==> src/hw/dapw_pkg.sv <==
// Constants for the dual auxiliary PWM timer block.
// Assumes a 125 MHz mclk_in as the instruction clock and AXI4-Lite access.
// Functional notes
// - Two PWM outputs, each with 8-bit period and 8-bit on-time, on pins.
// - Mode bit 8 set gives independent channels; cleared gives offset mode.
// - Independent: each period register sets own period, value+1 steps.
// - One time step equals two instruction-clock periods.
// - High time equals on-time value in steps; zero gives 0% duty.
// - On-time above period keeps the output high, 100% duty.
// - Offset mode: both outputs use period zero, own on-times kept.
// - Offset mode: register one sets rise-to-rise delay, value+1 steps; values not below period zero keep output one low.
// - Writes any time; new on-time used from next cycle start.
// - Any period register write clears timers and starts new cycles.
// - Reset: offset mode, periods 0xFF, on-times 0x00.
// - Pin select bit set gives GPIO; cleared routes PWM to the pin.
// - Time base is two instruction clock periods.

package dapw_pkg;
  // Register byte offsets
  localparam logic [7:0] OFS_MODE = 8'h00;
  localparam logic [7:0] OFS_PERIOD_ZERO = 8'h04;
  localparam logic [7:0] OFS_PERIOD_ONE = 8'h08;
  localparam logic [7:0] OFS_ON_ZERO = 8'h0C;
  localparam logic [7:0] OFS_ON_ONE = 8'h10;
  localparam logic [7:0] OFS_PIN_SELECT = 8'h14;
  localparam logic [7:0] OFS_PIN_DATA_UPPER = 8'h18;
  localparam logic [7:0] OFS_STATUS = 8'h1C;
  // Field positions
  localparam int MODE_INDEP_BIT = 8;
  localparam int PIN_ONE_SEL_BIT = 7;
  localparam int PIN_ZERO_SEL_BIT = 1;
  // Reset values
  localparam logic RST_MODE_INDEP = 1'b0;
  localparam logic [7:0] RST_PERIOD = 8'hFF;
  localparam logic [7:0] RST_ON_TIME = 8'h00;
  localparam logic [7:0] RST_PIN_SELECT = 8'hFF;
  localparam logic [1:0] RST_PIN_DATA_UPPER = 2'h2;
  // Timing: clock cycles per time step
  localparam int STEP_CYCLES = 2;
  // AXI responses
  localparam logic [1:0] RESP_OKAY = 2'h0;
  localparam logic [1:0] RESP_SLVERR = 2'h2;
endpackage : dapw_pkg

==> src/hw/dapw_chan_if.sv <==
// Interface between the timer control and one PWM channel.
// Assumes the control end drives steps, restarts and settings.
`timescale 1ns/1ps
`default_nettype none
interface dapw_chan_if;
  logic step;
  logic restart;
  logic clear;
  logic [7:0] period;
  logic [7:0] on_time;
  logic [7:0] count;
  logic pwm;
  modport chan (input step, restart, clear, period, on_time,
                output count, pwm);
  modport ctl (output step, restart, clear, period, on_time,
               input count, pwm);
endinterface : dapw_chan_if
`default_nettype wire

==> src/hw/dapw_top.sv <==
// Dual auxiliary PWM timers with AXI4-Lite register access.
// Assumes mclk_in is the instruction clock and the master keeps AXI rules.
`timescale 1ns/1ps
`default_nettype none
module dapw_top (
  // Clock and reset
  input wire logic mclk_in,
  input wire logic sys_rst_in,
  // AXI4-Lite write address
  input wire logic s_axi_awvalid_in,
  output logic s_axi_awready_out,
  input wire logic [7:0] s_axi_awaddr_in,
  // AXI4-Lite write data
  input wire logic s_axi_wvalid_in,
  output logic s_axi_wready_out,
  input wire logic [31:0] s_axi_wdata_in,
  input wire logic [3:0] s_axi_wstrb_in,
  // AXI4-Lite write response
  output logic s_axi_bvalid_out,
  input wire logic s_axi_bready_in,
  output logic [1:0] s_axi_bresp_out,
  // AXI4-Lite read address
  input wire logic s_axi_arvalid_in,
  output logic s_axi_arready_out,
  input wire logic [7:0] s_axi_araddr_in,
  // AXI4-Lite read data
  output logic s_axi_rvalid_out,
  input wire logic s_axi_rready_in,
  output logic [31:0] s_axi_rdata_out,
  output logic [1:0] s_axi_rresp_out,
  // Auxiliary PWM levels
  output logic aux_output_zero_out,
  output logic aux_output_one_out,
  // Shared pins: value and output enable
  output logic aux_pin_zero_out,
  output logic aux_pin_zero_oe_out,
  output logic aux_pin_one_out,
  output logic aux_pin_one_oe_out
);
  // Register file
  logic mode_indep;
  logic [7:0] aux_period_zero;
  logic [7:0] aux_period_or_offset_one;
  logic [7:0] aux_on_time_zero;
  logic [7:0] aux_on_time_one;
  logic [7:0] pin_function_select;
  logic [1:0] pin_data_upper;
  logic [7:0] next_aux_period_zero;
  logic [7:0] next_aux_period_or_offset_one;
  logic [7:0] next_aux_on_time_zero;
  logic [7:0] next_aux_on_time_one;
  logic [7:0] next_pin_function_select;
  logic [1:0] next_pin_data_upper;
  logic next_mode_indep;
  // Timing state
  logic phase;
  logic boot;
  logic next_phase;
  logic next_boot;
  logic restart;
  // AXI slave state
  logic aw_held;
  logic [7:0] aw_addr;
  logic w_held;
  logic [31:0] w_data;
  logic [3:0] w_strb;
  logic bvalid;
  logic [1:0] bresp;
  logic rvalid;
  logic [31:0] rdata;
  logic [1:0] rresp;
  logic next_aw_held;
  logic [7:0] next_aw_addr;
  logic next_w_held;
  logic [31:0] next_w_data;
  logic [3:0] next_w_strb;
  logic next_bvalid;
  logic [1:0] next_bresp;
  logic next_rvalid;
  logic [31:0] next_rdata;
  logic [1:0] next_rresp;
  logic do_wr;
  logic per_wr;
  logic mode_chg;

  dapw_chan_if ch_zero ();
  dapw_chan_if ch_one ();

  // Write fires once address and data are both held and no write response is pending
  assign do_wr = aw_held && w_held && !bvalid;
  assign s_axi_awready_out = !aw_held;
  assign s_axi_wready_out = !w_held;
  assign s_axi_arready_out = !rvalid;

  // Write channel and register updates
  always_comb
  begin
    next_aw_held = aw_held;
    next_aw_addr = aw_addr;
    next_w_held = w_held;
    next_w_data = w_data;
    next_w_strb = w_strb;
    next_bvalid = bvalid;
    next_bresp = bresp;
    next_mode_indep = mode_indep;
    next_aux_period_zero = aux_period_zero;
    next_aux_period_or_offset_one = aux_period_or_offset_one;
    next_aux_on_time_zero = aux_on_time_zero;
    next_aux_on_time_one = aux_on_time_one;
    next_pin_function_select = pin_function_select;
    next_pin_data_upper = pin_data_upper;
    per_wr = 1'b0;
    mode_chg = 1'b0;
    if (s_axi_awvalid_in && !aw_held)
    begin
      next_aw_held = 1'b1;
      next_aw_addr = s_axi_awaddr_in;
    end
    if (s_axi_wvalid_in && !w_held)
    begin
      next_w_held = 1'b1;
      next_w_data = s_axi_wdata_in;
      next_w_strb = s_axi_wstrb_in;
    end
    if (bvalid && s_axi_bready_in)
    begin
      next_bvalid = 1'b0;
    end
    if (do_wr)
    begin
      next_aw_held = 1'b0;
      next_w_held = 1'b0;
      next_bvalid = 1'b1;
      next_bresp = dapw_pkg::RESP_OKAY;
      if (aw_addr == dapw_pkg::OFS_MODE)
      begin
        if (w_strb[1])
        begin
          next_mode_indep = w_data[dapw_pkg::MODE_INDEP_BIT];
          mode_chg = next_mode_indep != mode_indep;
        end
      end
      else if (aw_addr == dapw_pkg::OFS_PERIOD_ZERO)
      begin
        if (w_strb[0])
        begin
          next_aux_period_zero = w_data[7:0];
          per_wr = 1'b1;
        end
      end
      else if (aw_addr == dapw_pkg::OFS_PERIOD_ONE)
      begin
        if (w_strb[0])
        begin
          next_aux_period_or_offset_one = w_data[7:0];
          per_wr = 1'b1;
        end
      end
      else if (aw_addr == dapw_pkg::OFS_ON_ZERO)
      begin
        if (w_strb[0])
        begin
          next_aux_on_time_zero = w_data[7:0];
        end
      end
      else if (aw_addr == dapw_pkg::OFS_ON_ONE)
      begin
        if (w_strb[0])
        begin
          next_aux_on_time_one = w_data[7:0];
        end
      end
      else if (aw_addr == dapw_pkg::OFS_PIN_SELECT)
      begin
        if (w_strb[0])
        begin
          next_pin_function_select = w_data[7:0];
        end
      end
      else if (aw_addr == dapw_pkg::OFS_PIN_DATA_UPPER)
      begin
        if (w_strb[0])
        begin
          next_pin_data_upper = w_data[1:0];
        end
      end
      else if (aw_addr == dapw_pkg::OFS_STATUS)
      begin
        next_bresp = dapw_pkg::RESP_OKAY;
      end
      else
      begin
        next_bresp = dapw_pkg::RESP_SLVERR;
      end
    end
  end

  // Read channel decode
  always_comb
  begin
    next_rvalid = rvalid;
    next_rdata = rdata;
    next_rresp = rresp;
    if (rvalid && s_axi_rready_in)
    begin
      next_rvalid = 1'b0;
    end
    if (s_axi_arvalid_in && !rvalid)
    begin
      next_rvalid = 1'b1;
      next_rresp = dapw_pkg::RESP_OKAY;
      next_rdata = 32'h0000_0000;
      if (s_axi_araddr_in == dapw_pkg::OFS_MODE)
      begin
        next_rdata[dapw_pkg::MODE_INDEP_BIT] = mode_indep;
      end
      else if (s_axi_araddr_in == dapw_pkg::OFS_PERIOD_ZERO)
      begin
        next_rdata[7:0] = aux_period_zero;
      end
      else if (s_axi_araddr_in == dapw_pkg::OFS_PERIOD_ONE)
      begin
        next_rdata[7:0] = aux_period_or_offset_one;
      end
      else if (s_axi_araddr_in == dapw_pkg::OFS_ON_ZERO)
      begin
        next_rdata[7:0] = aux_on_time_zero;
      end
      else if (s_axi_araddr_in == dapw_pkg::OFS_ON_ONE)
      begin
        next_rdata[7:0] = aux_on_time_one;
      end
      else if (s_axi_araddr_in == dapw_pkg::OFS_PIN_SELECT)
      begin
        next_rdata[7:0] = pin_function_select;
      end
      else if (s_axi_araddr_in == dapw_pkg::OFS_PIN_DATA_UPPER)
      begin
        next_rdata[1:0] = pin_data_upper;
      end
      else if (s_axi_araddr_in == dapw_pkg::OFS_STATUS)
      begin
        next_rdata[1:0] = {ch_one.pwm, ch_zero.pwm};
      end
      else
      begin
        next_rresp = dapw_pkg::RESP_SLVERR;
      end
    end
  end

  // Restart on period write, mode change or first cycle after reset
  assign restart = per_wr || mode_chg || boot;

  // Step phase: one step per two instruction clocks
  always_comb
  begin
    next_boot = 1'b0;
    if (restart)
    begin
      next_phase = 1'b0;
    end
    else
    begin
      next_phase = !phase;
    end
  end

  // Channel zero always uses period zero
  assign ch_zero.step = phase;
  assign ch_zero.restart = restart;
  assign ch_zero.clear = 1'b0;
  assign ch_zero.period = aux_period_zero;
  assign ch_zero.on_time = aux_on_time_zero;

  // Channel one: own period, or delayed start sharing period zero
  assign ch_one.step = phase;
  assign ch_one.period = mode_indep ? aux_period_or_offset_one
                                    : aux_period_zero;
  assign ch_one.on_time = aux_on_time_one;
  // Incoming mode decides, so a mode-change restart treats one correctly
  assign ch_one.clear = restart && !next_mode_indep;
  // Start when channel zero moves to offset+1 steps past its rise
  assign ch_one.restart = next_mode_indep ? restart
    : (!restart && phase && ch_zero.count == aux_period_or_offset_one
       && ch_zero.count < aux_period_zero);

  dapw_aux_chan u_chan_zero (
    .mclk_in(mclk_in),
    .sys_rst_in(sys_rst_in),
    .ch(ch_zero)
  );

  dapw_aux_chan u_chan_one (
    .mclk_in(mclk_in),
    .sys_rst_in(sys_rst_in),
    .ch(ch_one)
  );

  // Register all state
  always_ff @(posedge mclk_in)
  begin
    if (sys_rst_in)
    begin
      mode_indep <= dapw_pkg::RST_MODE_INDEP;
      aux_period_zero <= dapw_pkg::RST_PERIOD;
      aux_period_or_offset_one <= dapw_pkg::RST_PERIOD;
      aux_on_time_zero <= dapw_pkg::RST_ON_TIME;
      aux_on_time_one <= dapw_pkg::RST_ON_TIME;
      pin_function_select <= dapw_pkg::RST_PIN_SELECT;
      pin_data_upper <= dapw_pkg::RST_PIN_DATA_UPPER;
      phase <= 1'b0;
      boot <= 1'b1;
      aw_held <= 1'b0;
      aw_addr <= 8'h00;
      w_held <= 1'b0;
      w_data <= 32'h0000_0000;
      w_strb <= 4'h0;
      bvalid <= 1'b0;
      bresp <= dapw_pkg::RESP_OKAY;
      rvalid <= 1'b0;
      rdata <= 32'h0000_0000;
      rresp <= dapw_pkg::RESP_OKAY;
    end
    else
    begin
      mode_indep <= next_mode_indep;
      aux_period_zero <= next_aux_period_zero;
      aux_period_or_offset_one <= next_aux_period_or_offset_one;
      aux_on_time_zero <= next_aux_on_time_zero;
      aux_on_time_one <= next_aux_on_time_one;
      pin_function_select <= next_pin_function_select;
      pin_data_upper <= next_pin_data_upper;
      phase <= next_phase;
      boot <= next_boot;
      aw_held <= next_aw_held;
      aw_addr <= next_aw_addr;
      w_held <= next_w_held;
      w_data <= next_w_data;
      w_strb <= next_w_strb;
      bvalid <= next_bvalid;
      bresp <= next_bresp;
      rvalid <= next_rvalid;
      rdata <= next_rdata;
      rresp <= next_rresp;
    end
  end

  // Bus outputs
  assign s_axi_bvalid_out = bvalid;
  assign s_axi_bresp_out = bresp;
  assign s_axi_rvalid_out = rvalid;
  assign s_axi_rdata_out = rdata;
  assign s_axi_rresp_out = rresp;

  // PWM levels and pin routing; select set releases pin to GPIO
  assign aux_output_zero_out = ch_zero.pwm;
  assign aux_output_one_out = ch_one.pwm;
  assign aux_pin_zero_out = ch_zero.pwm;
  assign aux_pin_zero_oe_out =
    !pin_data_upper[dapw_pkg::PIN_ZERO_SEL_BIT];
  assign aux_pin_one_out = ch_one.pwm;
  assign aux_pin_one_oe_out =
    !pin_function_select[dapw_pkg::PIN_ONE_SEL_BIT];
endmodule : dapw_top
`default_nettype wire

==> src/hw/dapw_aux_chan.sv <==
// One auxiliary PWM channel: step counter, on-time latch, output flop.
// Assumes step pulses once per time step and restart/clear from control.
`timescale 1ns/1ps
`default_nettype none
module dapw_aux_chan (
  // Clock and reset
  input wire logic mclk_in,
  input wire logic sys_rst_in,
  // Control side
  dapw_chan_if.chan ch
);
  logic [7:0] cnt;
  logic [7:0] on_lat;
  logic run;
  logic pwm;
  logic [7:0] next_cnt;
  logic [7:0] next_on_lat;
  logic next_run;
  logic next_pwm;

  // Next counter, latch and output
  always_comb
  begin
    next_cnt = cnt;
    next_on_lat = on_lat;
    next_run = run;
    if (ch.clear)
    begin
      next_cnt = 8'h00;
      next_run = 1'b0;
    end
    else if (ch.restart)
    begin
      next_cnt = 8'h00;
      next_on_lat = ch.on_time;
      next_run = 1'b1;
    end
    else if (ch.step && run)
    begin
      if (cnt >= ch.period)
      begin
        next_cnt = 8'h00;
        next_on_lat = ch.on_time;
      end
      else
      begin
        next_cnt = cnt + 8'h01;
      end
    end
    // High from cycle start for on-time steps; above period stays high
    next_pwm = next_run && (next_cnt < next_on_lat);
  end

  // Channel state registers
  always_ff @(posedge mclk_in)
  begin
    if (sys_rst_in)
    begin
      cnt <= 8'h00;
      on_lat <= dapw_pkg::RST_ON_TIME;
      run <= 1'b0;
      pwm <= 1'b0;
    end
    else
    begin
      cnt <= next_cnt;
      on_lat <= next_on_lat;
      run <= next_run;
      pwm <= next_pwm;
    end
  end

  assign ch.count = cnt;
  assign ch.pwm = pwm;
endmodule : dapw_aux_chan
`default_nettype wire

==> config.mk <==
export PLATFORM = sky130hd
export DESIGN_NAME = dapw_top
export DESIGN_NICKNAME = d
export VERILOG_FILES = /design/src/hw/dapw_pkg.sv /design/src/hw/dapw_chan_if.sv /design/src/hw/dapw_top.sv /design/src/hw/dapw_aux_chan.sv
export SDC_FILE = /design/constraint.sdc
export NUM_CORES = 1
export LEC_CHECK = 0
export BUFFER_PORTS_ARGS = -buffer_cell sky130_fd_sc_hd__buf_2
export CORE_MARGIN = 5
export CORE_UTILIZATION = 29
export DETAILED_ROUTE_END_ITERATION = 7
export GPL_TIMING_DRIVEN = 0
export PLACE_DENSITY = 0.51
export SYNTH_ARGS = -nofsm -noshare
export SYNTH_HDL_FRONTEND = slang
export SYNTH_SLANG_ARGS = --single-unit
==> constraint.sdc <==
create_clock -name mclk_in -period 3.5 [get_ports mclk_in]
set_input_delay 0.7 -clock mclk_in [delete_from_list [all_inputs] [get_ports mclk_in]]
set_output_delay 0.7 -clock mclk_in [all_outputs]
set_load 0.01 [all_outputs]
* After elaboration in Yosys (flattened, before gate mapping)
Index checks and enable logic that the tools add are counted.
** Operators by class
- Add/sub/neg operators :: 2
- Order comparisons :: 5
- Equality and inequality tests :: 16
- Mux-type cells :: 61
- Bitwise gates (word level) :: 6
- Reductions and logical operators :: 38
** Operators by type and width (count)
- two-way mux 8 bit :: 20
- equality test 8 x 5 -> 1 bit, second input constant :: 8
- two-way mux 2 bit :: 19
- equality test 8 x 4 -> 1 bit, second input constant :: 4
- < comparator 8 bit :: 3
- two-way mux 1 bit :: 21
- adder 8 x 1 -> 8 bit, second input constant :: 2
- equality test 8 x 3 -> 1 bit, second input constant :: 2
- >= comparator 8 bit :: 2
- logical NOT 8 bit :: 2
- logical AND 1 bit :: 15
- logical NOT 1 bit :: 9
- AND reduction 9 bit :: 1
- equality test 8 bit :: 1
- AND reduction 8 bit :: 1
- AND reduction 7 bit :: 1
- two-way mux 6 bit :: 1
- NOT 1 bit :: 6
- AND reduction 6 bit :: 1
- AND reduction 5 bit :: 1
- AND reduction 4 bit :: 1
- nonzero test 2 bit :: 2
- OR reduction 2 bit :: 2
- logical OR 1 bit :: 2
- != test 1 bit :: 1
** Word-level totals
- Flip-flop bits (word level) :: 117
- Input port bits :: 59
- Output and inout bits :: 47
- Logic and storage cells :: 155

* Longest topological paths before layout
Gate-level depths: netlist of the first run.
- Word-level depth :: 16
- Depth in mapped cells :: 18
- Mapped depth without buffers :: 15

* Cells and area by module
Synthesis of the first run repeated with hierarchy kept, for this count alone.
** Unflattened totals
- Cells, all modules :: 755
- Area, all modules :: 6511.2 µm²
** Modules (own cells, without submodules)
- dapw_top :: times used 1, cells an instance 454, area each 3883.7 µm², sequential area each 1581.5 µm²
- dapw_aux_chan (u_chan_zero) :: times used 1, cells an instance 150, area each 1322.5 µm², sequential area each 360.3 µm²
- dapw_aux_chan (u_chan_one) :: times used 1, cells an instance 151, area each 1305.0 µm², sequential area each 360.3 µm²

* Worst setup path after synthesis of the first run
OpenSTA, ideal clock, no wires.
- Path type :: flip-flop to flip-flop
- Start point :: register mode_indep
- End point :: register u_chan_one.pwm, in the netlist u_chan_one.ch.pwm
- Arrival :: 3.222 ns
- Setup slack :: 0.163 ns
- Cell stages (with the launch flop) :: 17
- Path buffers :: 3
- Cells stage by stage :: dfxtp_1 > buf_2 > mux2_2 > ha_1 > nand2b_1 > a211oi_1 > or3_1 > a21oi_1 > nand2b_1 > buf_2 > buf_6 > nor2_1 > ha_1 > nand4_1 > a211oi_1 > o221ai_2 > and3_1
** Between the ends
- Longest elaborated chain between the ends :: 15
- Elaborated cells between the ends (all ways) :: 30
- Those cells by class :: order compare: 2; eq/ne: 1; mux: 18; reduce/logical: 9
** RTL lines
- start, declared :: line dapw_top.sv:41 : logic mode_indep;
- start signal, assigned :: line dapw_top.sv:305 : mode_indep <= dapw_pkg::RST_MODE_INDEP;
- start signal, assigned :: line dapw_top.sv:327 : mode_indep <= next_mode_indep;
- != test 1 bit :: line dapw_top.sv:140 : mode_chg = next_mode_indep != mode_indep;
- two-way mux 1 bit :: line dapw_top.sv:137 : if (w_strb[1])
- two-way mux 1 bit :: line dapw_top.sv:135 : if (aw_addr == dapw_pkg::OFS_MODE)
- two-way mux 1 bit :: line dapw_top.sv:129 : if (do_wr)
- logical OR 1 bit (2 in series) :: line dapw_top.sv:253 : assign restart = per_wr || mode_chg || boot;
- logical NOT 1 bit :: line dapw_top.sv:285 : : (!restart && phase && ch_zero.count == aux_period_or_offset_one
- logical AND 1 bit (2 in series) :: line dapw_top.sv:285
- logical AND 1 bit :: line dapw_top.sv:286 : && ch_zero.count < aux_period_zero);
- two-way mux 1 bit :: line dapw_top.sv:284 : assign ch_one.restart = next_mode_indep ? restart
- two-way mux 8 bit :: line dapw_aux_chan.sv:32 : else if (ch.restart)
- two-way mux 8 bit (*) :: line dapw_aux_chan.sv:27 : if (ch.clear)
- net u_chan_one.next_cnt[5] :: line dapw_aux_chan.sv:16 : logic [7:0] next_cnt;
- < comparator 8 bit (*) :: line dapw_aux_chan.sv:51 : next_pwm = next_run && (next_cnt < next_on_lat);
- logical AND 1 bit (*) :: line dapw_aux_chan.sv:51
- end signal, assigned :: line dapw_aux_chan.sv:69 : pwm <= next_pwm;
- end, declared :: line dapw_aux_chan.sv:15 : logic pwm;
Mark *: on every way through the listed nets, which the timed path passes. The rest lies on a longest branch.
A chain may end at the register's enable or synchronous reset.

* Worst setup path in the final report of the first run
- Start point :: register mode_indep
- End point :: register u_chan_one.pwm, in the netlist u_chan_one.ch.pwm
** Between the ends
- Longest elaborated chain between the ends :: 15
- Elaborated cells between the ends (all ways) :: 30
- Those cells by class :: order compare: 2; eq/ne: 1; mux: 18; reduce/logical: 9
** RTL lines (line)
- != test 1 bit :: dapw_top.sv:140
- two-way mux 1 bit :: dapw_top.sv:137
- two-way mux 1 bit :: dapw_top.sv:135
- two-way mux 1 bit :: dapw_top.sv:129
- logical OR 1 bit (2 in series) :: dapw_top.sv:253
- logical NOT 1 bit :: dapw_top.sv:285
- logical AND 1 bit (2 in series) :: dapw_top.sv:285
- logical AND 1 bit :: dapw_top.sv:286
- two-way mux 1 bit :: dapw_top.sv:284
- two-way mux 8 bit :: dapw_aux_chan.sv:32
- two-way mux 8 bit :: dapw_aux_chan.sv:27
- < comparator 8 bit :: dapw_aux_chan.sv:51
- logical AND 1 bit (*) :: dapw_aux_chan.sv:51
Mark *: on every way between the ends. The rest lies on a longest branch, timed or not.

==> reports/metrics.csv, run 1 <==
metric,value,unit
"slowest stage cell, crit path",dfxtp_4,
register area share after synthesis,39.6,%
combinational family with the most area after synthesis,simple AND/OR/NAND/NOR gates,
Layout Skew,0.00992,ns
post-synth top area share,39.6,%
Tcrit/Tclk final,97.9,%
min Tclk post-route,3.43,ns
worst skew pair latency,0.42,ns
top achievable clock speed,292,MHz
max_slew headroom,35.0,%
PD cells,434,mW/mm2
fraction of layout cells with a size suffix above 1,20.6,%
cts bufs inserted,17,
Final Max Slew Viols,0,
kind of cell adding the most delay to the critical path,compound AO/OA/AOI/OAI gates,
area of the core,0.0196,mm2
Max Cap Viol,0,
Die H,152,um
Seq. cell area,0.00231,mm2
"FFs w/ async S/R, synth",0,%
crit path max fanout,8,
Syn Std Cell Area,0.00581,mm2
Synth Area in Simple Gates,18.9,%
CP required,3.85,ns
area grow syn2layout,24.6,%
final wirelength,16800,um
CTS tree,yes,
M2 GR Usage,23.2,%
RSZ-0062 raised after global routing,true,
cells after synthesis,654,
Total GRT Usage,15.0,%
Yosys cell types,59,
starting density of the core,29.6,%
# diodes,0,
most numerous cell in the Yosys netlist,dfxtp_1,
post-synthesis adder-cell area fraction,6.89,%
post-synthesis xor/xnor area fraction,3.47,%
nets,854,
Setup WS pre-CTS,-0.265,ns
io pins,106,
worst setup margin,0.0742,ns
"Primary FF master, synth",dfxtp_1,
detailed-route via count,4819,
number of synthesized flops with an enable pin,0,
area fraction in compound gates after synthesis,12.9,%
GR peak layer,met2,
YS warnings,0,
Max clock buf depth,2,
initial antenna violation count,0,
Detail Placement HPWL,12800,um
final hold violations,0,
post-route ant nets,0,
"Critical Path, Cell by Cell",buf_2 > buf_4 > mux2i_1 > ha_1 > a211oi_1 > or3_1 > a21oi_2 > buf_4 > o21bai_4 > buf_8 > mux2i_4 > ha_4 > a21o_1 > a21oi_1 > o21ai_0 > nor2_1 > and3_1,
WS Path Type,flop to flop,
post-synthesis register bit count,115,
Area contributors post-synth,"dfxtp_1 (40%), mux2i_1 (9.5%), ha_1 (6.9%)",
TritonRoute pass-1 iters,5,
standard-cell row count,51,
Setup crit end kind,flop,
Max stage delay on crit path,0.36,ns
pin count of the biggest net entering global routing,17,
Initial DRC Count,353,
Mean Syn Cell Area,8.88,um2
first-pass GRT wire length,25900,um
WL/cell,16.2,um
Die X,152,um
dpl cells,997,
startpoint class of the critical path,flop,
status,"finished, final reports clean",
worst hold margin,0.446,ns
synth cell count leaders,"dfxtp_1 (115), nor2_1 (98), mux2i_1 (55)",
H-Tree Depth,4,
clk root buf,clkbuf_16,
GRT met1 Usage,20.7,%
Non-Filler Instances,1040,
CTS sink count,115,
Multi-input gate area,0.00326,mm2
"Buf+Inv Stages, Crit Path",4,
min-delay worst type,input pin to flop,
Die ar.,0.0230,mm2
vias in the first global route,4663,
Peak VDD IR,0.345,mV
Worst EP arrival,3.78,ns
post-synth top area cell,dfxtp_1,
crit-path most repeated cell,buf_4,
"Remaining Overflow, GRT",0,
Via-to-Cell Ratio,4.63,
mux contribution to synthesized area,10.4,%
Port Buffers,54,
final setup vio count,0,
routing usage on met3,3.93,%
leakage power,3.05,nW
Worst-path clk slew,0.05,ns
Slew @ Worst Pin,0.972,ns
# DRC,0,
routability cong.,0.851,
fill count,2060,
TNS Setup,0,ns
cells in the final DEF, fill, tap and decap left out, types with 6 or more instances in the layout:
master / count
ha_1: 29
o21ai_0: 9
a21oi_1: 35
nand3_1: 11
o31a_1: 6
nor2_1: 98
xnor2_1: 13
nor2b_1: 9
dfxtp_1: 114
a221oi_1: 7
buf_2: 59
xor2_1: 10
clkbuf_1: 25
clkbuf_16: 17
nor3_1: 23
a211o_1: 15
mux2i_1: 51
conb_1: 25
buf_4: 39
nand2_1: 53
o31ai_1: 6
a211oi_1: 6
inv_1: 25
repair_timing:
action                     CTS  global route
gates cloned                 0             1
hold buffers                 0             0
pin swaps                    1             9
resized for setup            6            18
buffers inserted             5             6
setup endpoints to repair    1             2
state kept, by name, indices dropped and copies added, names as in the netlist, 2 cells and up:
signal,count
s_axi_rdata_out,9
w_data,9
aux_on_time_one,8
aux_on_time_zero,8
aux_period_or_offset_one,8
aux_period_zero,8
aw_addr,8
pin_function_select,8
u_chan_one.ch.count,8
u_chan_one.on_lat,8
u_chan_zero.ch.count,8
u_chan_zero.on_lat,8
pin_data_upper,2
w_strb,2
where the power goes:
group          switching [mW]  internal [mW]  total, mW
Sequential             0.0319           1.33       1.37
Clock                   0.611          0.930       1.54
Combinational           0.138         0.0967      0.235
worst register-to-register path, cell delays in order, from the launching register on:
cell	delay, ns
dfxtp_4	0.36
buf_2	0.18
buf_4	0.14
mux2i_1	0.29
ha_1	0.30
a211oi_1	0.18
or3_1	0.14
a21oi_2	0.06
buf_4	0.14
o21bai_4	0.14
buf_8	0.17
mux2i_4	0.27
ha_4	0.23
a21o_1	0.17
a21oi_1	0.15
o21ai_0	0.09
nor2_1	0.16
and3_1	0.19
through the flow:
stage               power (mW)  utilization [%]  cell area (um2)
floorplan                 1.54                -             5900
global placement          1.62             33.2             6500
detailed placement        1.62             33.2             6500
CTS                       3.17             36.2             7090
global route              3.27             36.9             7240
finish                    3.14             36.9             7240
layer usage:
layer	vias to the layer above	share of wire (%)
met4	0	1.2
met2	126	46
met3	14	6.0
li1	2453	-
met1	2226	47
met5	-	0
cells by family after synthesis:
family / Yosys count
muxes: 58
DFF: 115
and+or+nand+nor: 233
xor gates and xnor gates: 23
buffers and inverters: 85
adders and majority gates: 32
AOI/OAI and AO/OA: 107
other: 1
final timing paths:
path | from | end | slack, ns | cells after the start
max | mode_indep | u_chan_one.ch.pwm | 0.07 | 17
min | sys_rst_in | boot | 0.45 | 1
max reg2reg | mode_indep | u_chan_one.ch.pwm | 0.07 | 17
min reg2reg | s_axi_rdata_out[8] | s_axi_rdata_out[8] | 0.45 | 2
layout make-up:
class,instances,share of cell area [%]
repair buffers,66,4.94
multi-input cells,478,45.0
flip-flops and latches,115,31.9
plain buffers,60,5.05
inverters,25,1.30
well taps,265,4.58
clock buffers,22,6.41
clock inverters,9,0.813
Note: power is estimated with default switching activity, not from simulation.
==> inputs of run 2 (changes only) <==
--- a/config.mk
+++ b/config.mk
@@ -7,10 +7,10 @@
 export LEC_CHECK = 0
 export BUFFER_PORTS_ARGS = -buffer_cell sky130_fd_sc_hd__buf_2
 export CORE_MARGIN = 5
-export CORE_UTILIZATION = 29
+export CORE_UTILIZATION = 49
 export DETAILED_ROUTE_END_ITERATION = 7
 export GPL_TIMING_DRIVEN = 0
-export PLACE_DENSITY = 0.51
+export PLACE_DENSITY = 0.76
 export SYNTH_ARGS = -nofsm -noshare
 export SYNTH_HDL_FRONTEND = slang
 export SYNTH_SLANG_ARGS = --single-unit
==> run 2 against run 1 <==
  * Via count grew 3.6%
  * Die area shrank 38%
  * Critical endpoint unchanged
  * Sequential power is essentially flat
  * Clock power grew 5%
  * Sequential cell count is the same
  * Sequential share of layout area grew 1.0 points
  * Register-to-register slack gained 0.09 ns
  * Clock skew shrank 0.0025 ns
  * Global-route usage grew 7.9 points
  * Largest cell class unchanged
==> reports/metrics.csv, run 2 (same netlist as run 1, synthesis figures left out) <==
metric,value,unit,change
max layer used,met4,,
min Tclk post-route,3.34,ns,-0.0869 ns
Layout Skew,0.00738,ns,-0.00254 ns
standard-cell row count,39,,-24%
Final Max Slew Viols,0,,unchanged
Slew @ Worst Pin,0.983,ns,+0.0104 ns
Die H,119,um,-22%
pin count of the biggest net entering global routing,17,,unchanged
final wirelength,15900,um,-5.2%
Detail Placement HPWL,12100,um,-5.3%
fill count,1000,,-51%
final setup vio count,0,,unchanged
WL/cell,17.5,um,+8.6%
status,"finished, final reports clean",,
Tcrit/Tclk final,95.4,%,-2.5 points
Max Cap Viol,0,,unchanged
top achievable clock speed,299,MHz,+2.6%
fraction of layout cells with a size suffix above 1,19.2,%,-1.4 points
first-pass GRT wire length,25500,um,-1.8%
detailed-route via count,4991,,+3.6%
crit path max fanout,10,,+2
final hold violations,0,,unchanged
area grow syn2layout,20.7,%,
vias in the first global route,4782,,+2.6%
CTS sink count,115,,unchanged
clk root buf,clkbuf_16,,
met2 WL post-DR,7240,um,-5.8%
# DRC,0,,unchanged
# diodes,0,,unchanged
max_slew headroom,34.3,%,-0.70 points
Die X,119,um,-22%
initial antenna violation count,0,,unchanged
Total GRT Usage,22.9,%,+7.9 points
Peak VDD IR,0.382,mV,+11%
Max clock buf depth,2,,unchanged
leakage power,3.01,nW,-1.3%
WS Path Type,flop to flop,,
TritonRoute pass-1 iters,5,,unchanged
startpoint class of the critical path,flop,,
Port Buffers,54,,unchanged
Worst Reg2Reg Path Length in Cells,16,,-1
Final Total Pwr,3.22,mW,+2.5%
Setup crit end kind,flop,,
CTS tree,yes,,
most frequent cells in the layout,"dfxtp_1 (114), nor2_1 (98), buf_2 (59)",,
CP required,3.81,ns,-0.04 ns
post-route ant nets,0,,unchanged
cts bufs inserted,17,,unchanged
metal3 WL,1070,um,+6.4%
starting density of the core,50.4,%,+21 points
hold path depth,2,,+1
Initial DRC Count,384,,+8.8%
TNS Setup,0,ns,unchanged
H-Tree Depth,4,,unchanged
area of the core,0.0115,mm2,-41%
Die ar.,0.0141,mm2,-38%
PD cells,460,mW/mm2,+5.8%
"Remaining Overflow, GRT",0,,unchanged
worst skew pair latency,0.41,ns,about the same
hold_buf cts,0,,unchanged
RSZ-0062 raised after global routing,true,,
nets,843,,-1.3%
"most common cell after layout, fill and taps aside",dfxtp_1,,
Worst EP arrival,3.65,ns,-0.13 ns
Worst-path clk slew,0.05,ns,about the same
DRT met1 WL,7120,um,-9.9%
min-delay worst type,flop to flop,,
io pins,106,,unchanged
Via-to-Cell Ratio,5.50,,+19%
routability cong.,0.975,,+15%
run 2: cell count changes in the layout (fill, tap and decap cells not counted), sizes merged:
cell,change
bufinv,+1
clkbuf,-4
clkinv,+3
buf,-10
run 2: path summary, 6_finish.rpt:
path         slack (ns)                from            endpoint
max                0.16          mode_indep   u_chan_one.ch.pwm
min                0.46  s_axi_rdata_out[5]  s_axi_rdata_out[5]
max reg2reg        0.16          mode_indep   u_chan_one.ch.pwm
min reg2reg        0.46  s_axi_rdata_out[5]  s_axi_rdata_out[5]
run 2: per-stage QoR:
step                      std cells  hold WS [ns]  setup WS, ns  utilization, %  area (um2)
after floorplan                 678         0.431         0.163               -        5900
after global placement          875         0.438        -0.154            55.1        6350
after detailed placement        875         0.444        -0.181            55.1        6350
after CTS                       908         0.457        0.0387            60.2        6930
after global routing            908         0.473       -0.0356            60.9        7010
final                           908         0.455         0.161            60.9        7010
run 2: per-layer routing:
metal  track usage [%]  up-vias
met3              4.98       44
met1              30.4     2335
met4              9.78        0
met5                 0        -
met2              36.3      177
li1                  -     2435
run 2: power breakdown:
| group | switching (mW) | internal [mW] | total (mW) |
|---|---|---|---|
| sequential | 0.0341 | 1.34 | 1.37 |
| clock | 0.614 | 1.01 | 1.62 |
| combinational | 0.136 | 0.0951 | 0.231 |
run 2: critical path, stage by stage, from the launching register on:
cell and delay [ns]:
dfxtp_2 0.35, buf_8 0.16, mux2_2 0.35, ha_1 0.27, nand2b_1 0.14, a211oi_1 0.20
or3_1 0.14, a21oi_2 0.06, buf_4 0.14, o21bai_4 0.14, buf_12 0.16, mux2i_1 0.29
ha_1 0.20, nand4_1 0.14, a211oi_2 0.20, o221ai_2 0.11, and3_1 0.18
run 2: what timing repair did:
action / CTS / global route
pin swaps: 1 / 2
gates resized for setup: 3 / 14
buffers inserted: 1 / 0
endpoints found under the setup margin: 1 / 2
run 2: area by class of cell:
type	count	area, um2	area share (%)
Multi-Input combinational cell	478	3220	45.9
Sequential cell	115	2300	32.9
Clock buffer	19	453	6.46
Buffer	60	372	5.30
Timing Repair Buffer	55	278	3.96
Tap cell	143	179	2.55
Clock inverter	13	111	1.59
Inverter	25	93.8	1.34
==> inputs of run 3 (changes only) <==
--- a/config.mk
+++ b/config.mk
@@ -5,7 +5,7 @@
 export SDC_FILE = /design/constraint.sdc
 export NUM_CORES = 1
 export LEC_CHECK = 0
-export BUFFER_PORTS_ARGS = -buffer_cell sky130_fd_sc_hd__buf_2
+export BUFFER_PORTS_ARGS = -buffer_cell sky130_fd_sc_hd__clkbuf_2
 export CORE_MARGIN = 5
 export CORE_UTILIZATION = 49
 export DETAILED_ROUTE_END_ITERATION = 7
==> run 3 against run 2 <==
  * Setup slack got worse by 0.063 ns
  * Routed wire length is 0.11% lower
  * Final cell count increased by 0.66%
  * Clock skew is 0.0024 ns higher
  * Combinational power barely moved
  * First-iteration DRC count decreased by 22%
  * Register-to-register slack worse by 0.06 ns
  * Count of clock-buffer cells in the layout grew 5
==> reports/metrics.csv, run 3 (same netlist as run 1, synthesis figures left out) <==
metric,value,unit,change
top achievable clock speed,294,MHz,-1.9%
Max Cap Viol,0,,unchanged
standard-cell row count,39,,unchanged
Setup crit end kind,flop,,
PD cells,470,mW/mm2,+2.4%
Layout Skew,0.00981,ns,+0.00242 ns
# DRC,0,,unchanged
leakage power,3.06,nW,+1.5%
post-route ant nets,0,,unchanged
Peak VDD IR,0.302,mV,-21%
area of the core,0.0115,mm2,unchanged
crit path max fanout,10,,unchanged
Total GRT Usage,23.7,%,+0.72 points
Worst Reg2Reg Path Length in Cells,16,,unchanged
detailed-route via count,5060,,+1.4%
starting density of the core,50.4,%,unchanged
routability cong.,0.959,,-1.6%
WS Path Type,flop to flop,,
Detail Placement HPWL,12100,um,-0.16%
Max clock buf depth,2,,unchanged
fill count,1018,,+1.8%
io pins,106,,unchanged
final wirelength,15900,um,-0.11%
worst hold margin,0.461,ns,+0.00562 ns
Die X,119,um,unchanged
Die ar.,0.0141,mm2,unchanged
RSZ-0062 raised after global routing,true,,
worst setup margin,0.0979,ns,-0.0632 ns
hold path depth,2,,unchanged
CTS sink count,115,,unchanged
H-Tree Depth,4,,unchanged
"most common cell after layout, fill and taps aside",dfxtp_1,,
max_slew headroom,40.0,%,+5.6 points
"Buf+Inv Stages, Crit Path",3,,unchanged
most frequent cells in the layout,"dfxtp_1 (114), nor2_1 (98), clkbuf_2 (54)",,
"Remaining Overflow, GRT",0,,unchanged
kind of cell adding the most delay to the critical path,simple AND/OR/NAND/NOR gates,,
Port Buffers,54,,unchanged
Slew @ Worst Pin,0.899,ns,-0.0840 ns
Worst EP arrival,3.71,ns,+0.06 ns
TritonRoute pass-1 iters,5,,unchanged
WL/cell,17.4,um,-0.76%
hold_buf cts,0,,unchanged
vias in the first global route,5167,,+8.1%
CP required,3.81,ns,about the same
worst skew pair latency,0.41,ns,about the same
internal power,2.55,mW,+4.8%
# diodes,0,,unchanged
WP depth,16,,unchanged
min Tclk post-route,3.40,ns,+0.0632 ns
min-delay worst type,input pin to flop,,
Final Max Slew Viols,0,,unchanged
Clk network pwr share,51.8,%,+1.5 points
Combinational Power Share,7.0,%,-0.2 points
TNS Setup,0,ns,unchanged
area grow syn2layout,21.5,%,
Worst-path clk slew,0.05,ns,about the same
Via-to-Cell Ratio,5.54,,+0.72%
status,"finished, final reports clean",,
cts bufs inserted,17,,unchanged
Max stage delay on crit path,0.42,ns,+0.07 ns
final hold violations,0,,unchanged
Sw Share,23.1,%,-1.2 points
first-pass GRT wire length,26300,um,+3.2%
"Critical Path, Cell by Cell",buf_6 > mux2_4 > ha_1 > nand2b_1 > a211oi_1 > or3_1 > a21oi_4 > nand2b_4 > buf_6 > buf_8 > nor2_1 > ha_1 > nand4_1 > a211oi_2 > o221ai_2 > and3_1,,
pin count of the biggest net entering global routing,17,,unchanged
Initial DRC Count,298,,-22%
"slowest stage cell, crit path",or3_1,,
Reg power frac,41.2,%,-1.3 points
Tcrit/Tclk final,97.2,%,+1.8 points
final setup vio count,0,,unchanged
fraction of layout cells with a size suffix above 1,19.5,%,+0.24 points
clk root buf,clkbuf_16,,
startpoint class of the critical path,flop,,
nets,849,,+0.71%
Psw,0.768,mW,-2.1%
CTS tree,yes,,
initial antenna violation count,0,,unchanged
Setup WS pre-CTS,-0.278,ns,-0.0966 ns
Die H,119,um,unchanged
## run 3: power by group through the flow
| stage | combinational, mW | sequential [mW] | clock (mW) |
|---|---|---|---|
| floorplan | 0.152 | 1.38 | 0 |
| global placement | 0.218 | 1.39 | 0 |
| detailed placement | 0.222 | 1.39 | 0 |
| CTS | 0.225 | 1.37 | 1.73 |
| global route | 0.256 | 1.37 | 1.81 |
| finish | 0.234 | 1.37 | 1.72 |
## run 3: final cells by class
class	count	area [um2]	share of cell area (%)
clock buffers	24	492	6.97
multi-input cells	478	3200	45.3
inverters	25	93.8	1.33
plain buffers	60	369	5.23
repair buffers	61	323	4.57
well taps	143	179	2.53
clock inverters	8	100	1.42
flip-flops and latches	115	2300	32.6
## run 3: worst register-to-register path, delay by kind of cell (launching register included)
family,cells,cell delay [ns]
simple gates,6,1.08
compound gates,4,0.60
fa+ha+maj,2,0.57
buf+inv,3,0.39
flops,1,0.34
mux,1,0.31
## run 3: metrics by stage
step                cell area [um2]  util (%)  total power, mW  instances
detailed placement             6350      55.1             1.62        875
finish                         7060      61.3             3.32        914
global placement               6350      55.1             1.61        875
CTS                            6970      60.5             3.33        907
global route                   7060      61.3             3.43        914
floorplan                      5900         -             1.54        678
## run 3: path summary, 6_finish.rpt
| path | start | to | slack [ns] |
|---|---|---|---|
| hold / removal | s_axi_rready_in | s_axi_rvalid_out | 0.46 |
| hold reg to reg | s_axi_rdata_out[4] | s_axi_rdata_out[4] | 0.46 |
| setup / recovery | mode_indep | u_chan_one.ch.pwm | 0.1 |
| setup reg to reg | mode_indep | u_chan_one.ch.pwm | 0.1 |
## run 3: what timing repair did
action	in CTS	in global routing
gates resized for setup	7	9
buffers inserted	0	7
pin swaps	0	4
endpoints found under the hold margin	0	0
endpoints found under the setup margin	1	2
## run 3: layer usage
layer,vias to the layer above,track usage (%),share of wire (%)
met5,-,0,0
met4,0,10.7,2.8
met3,32,6.21,7.8
met2,214,38.2,46
met1,2374,29.8,43
li1,2440,-,-
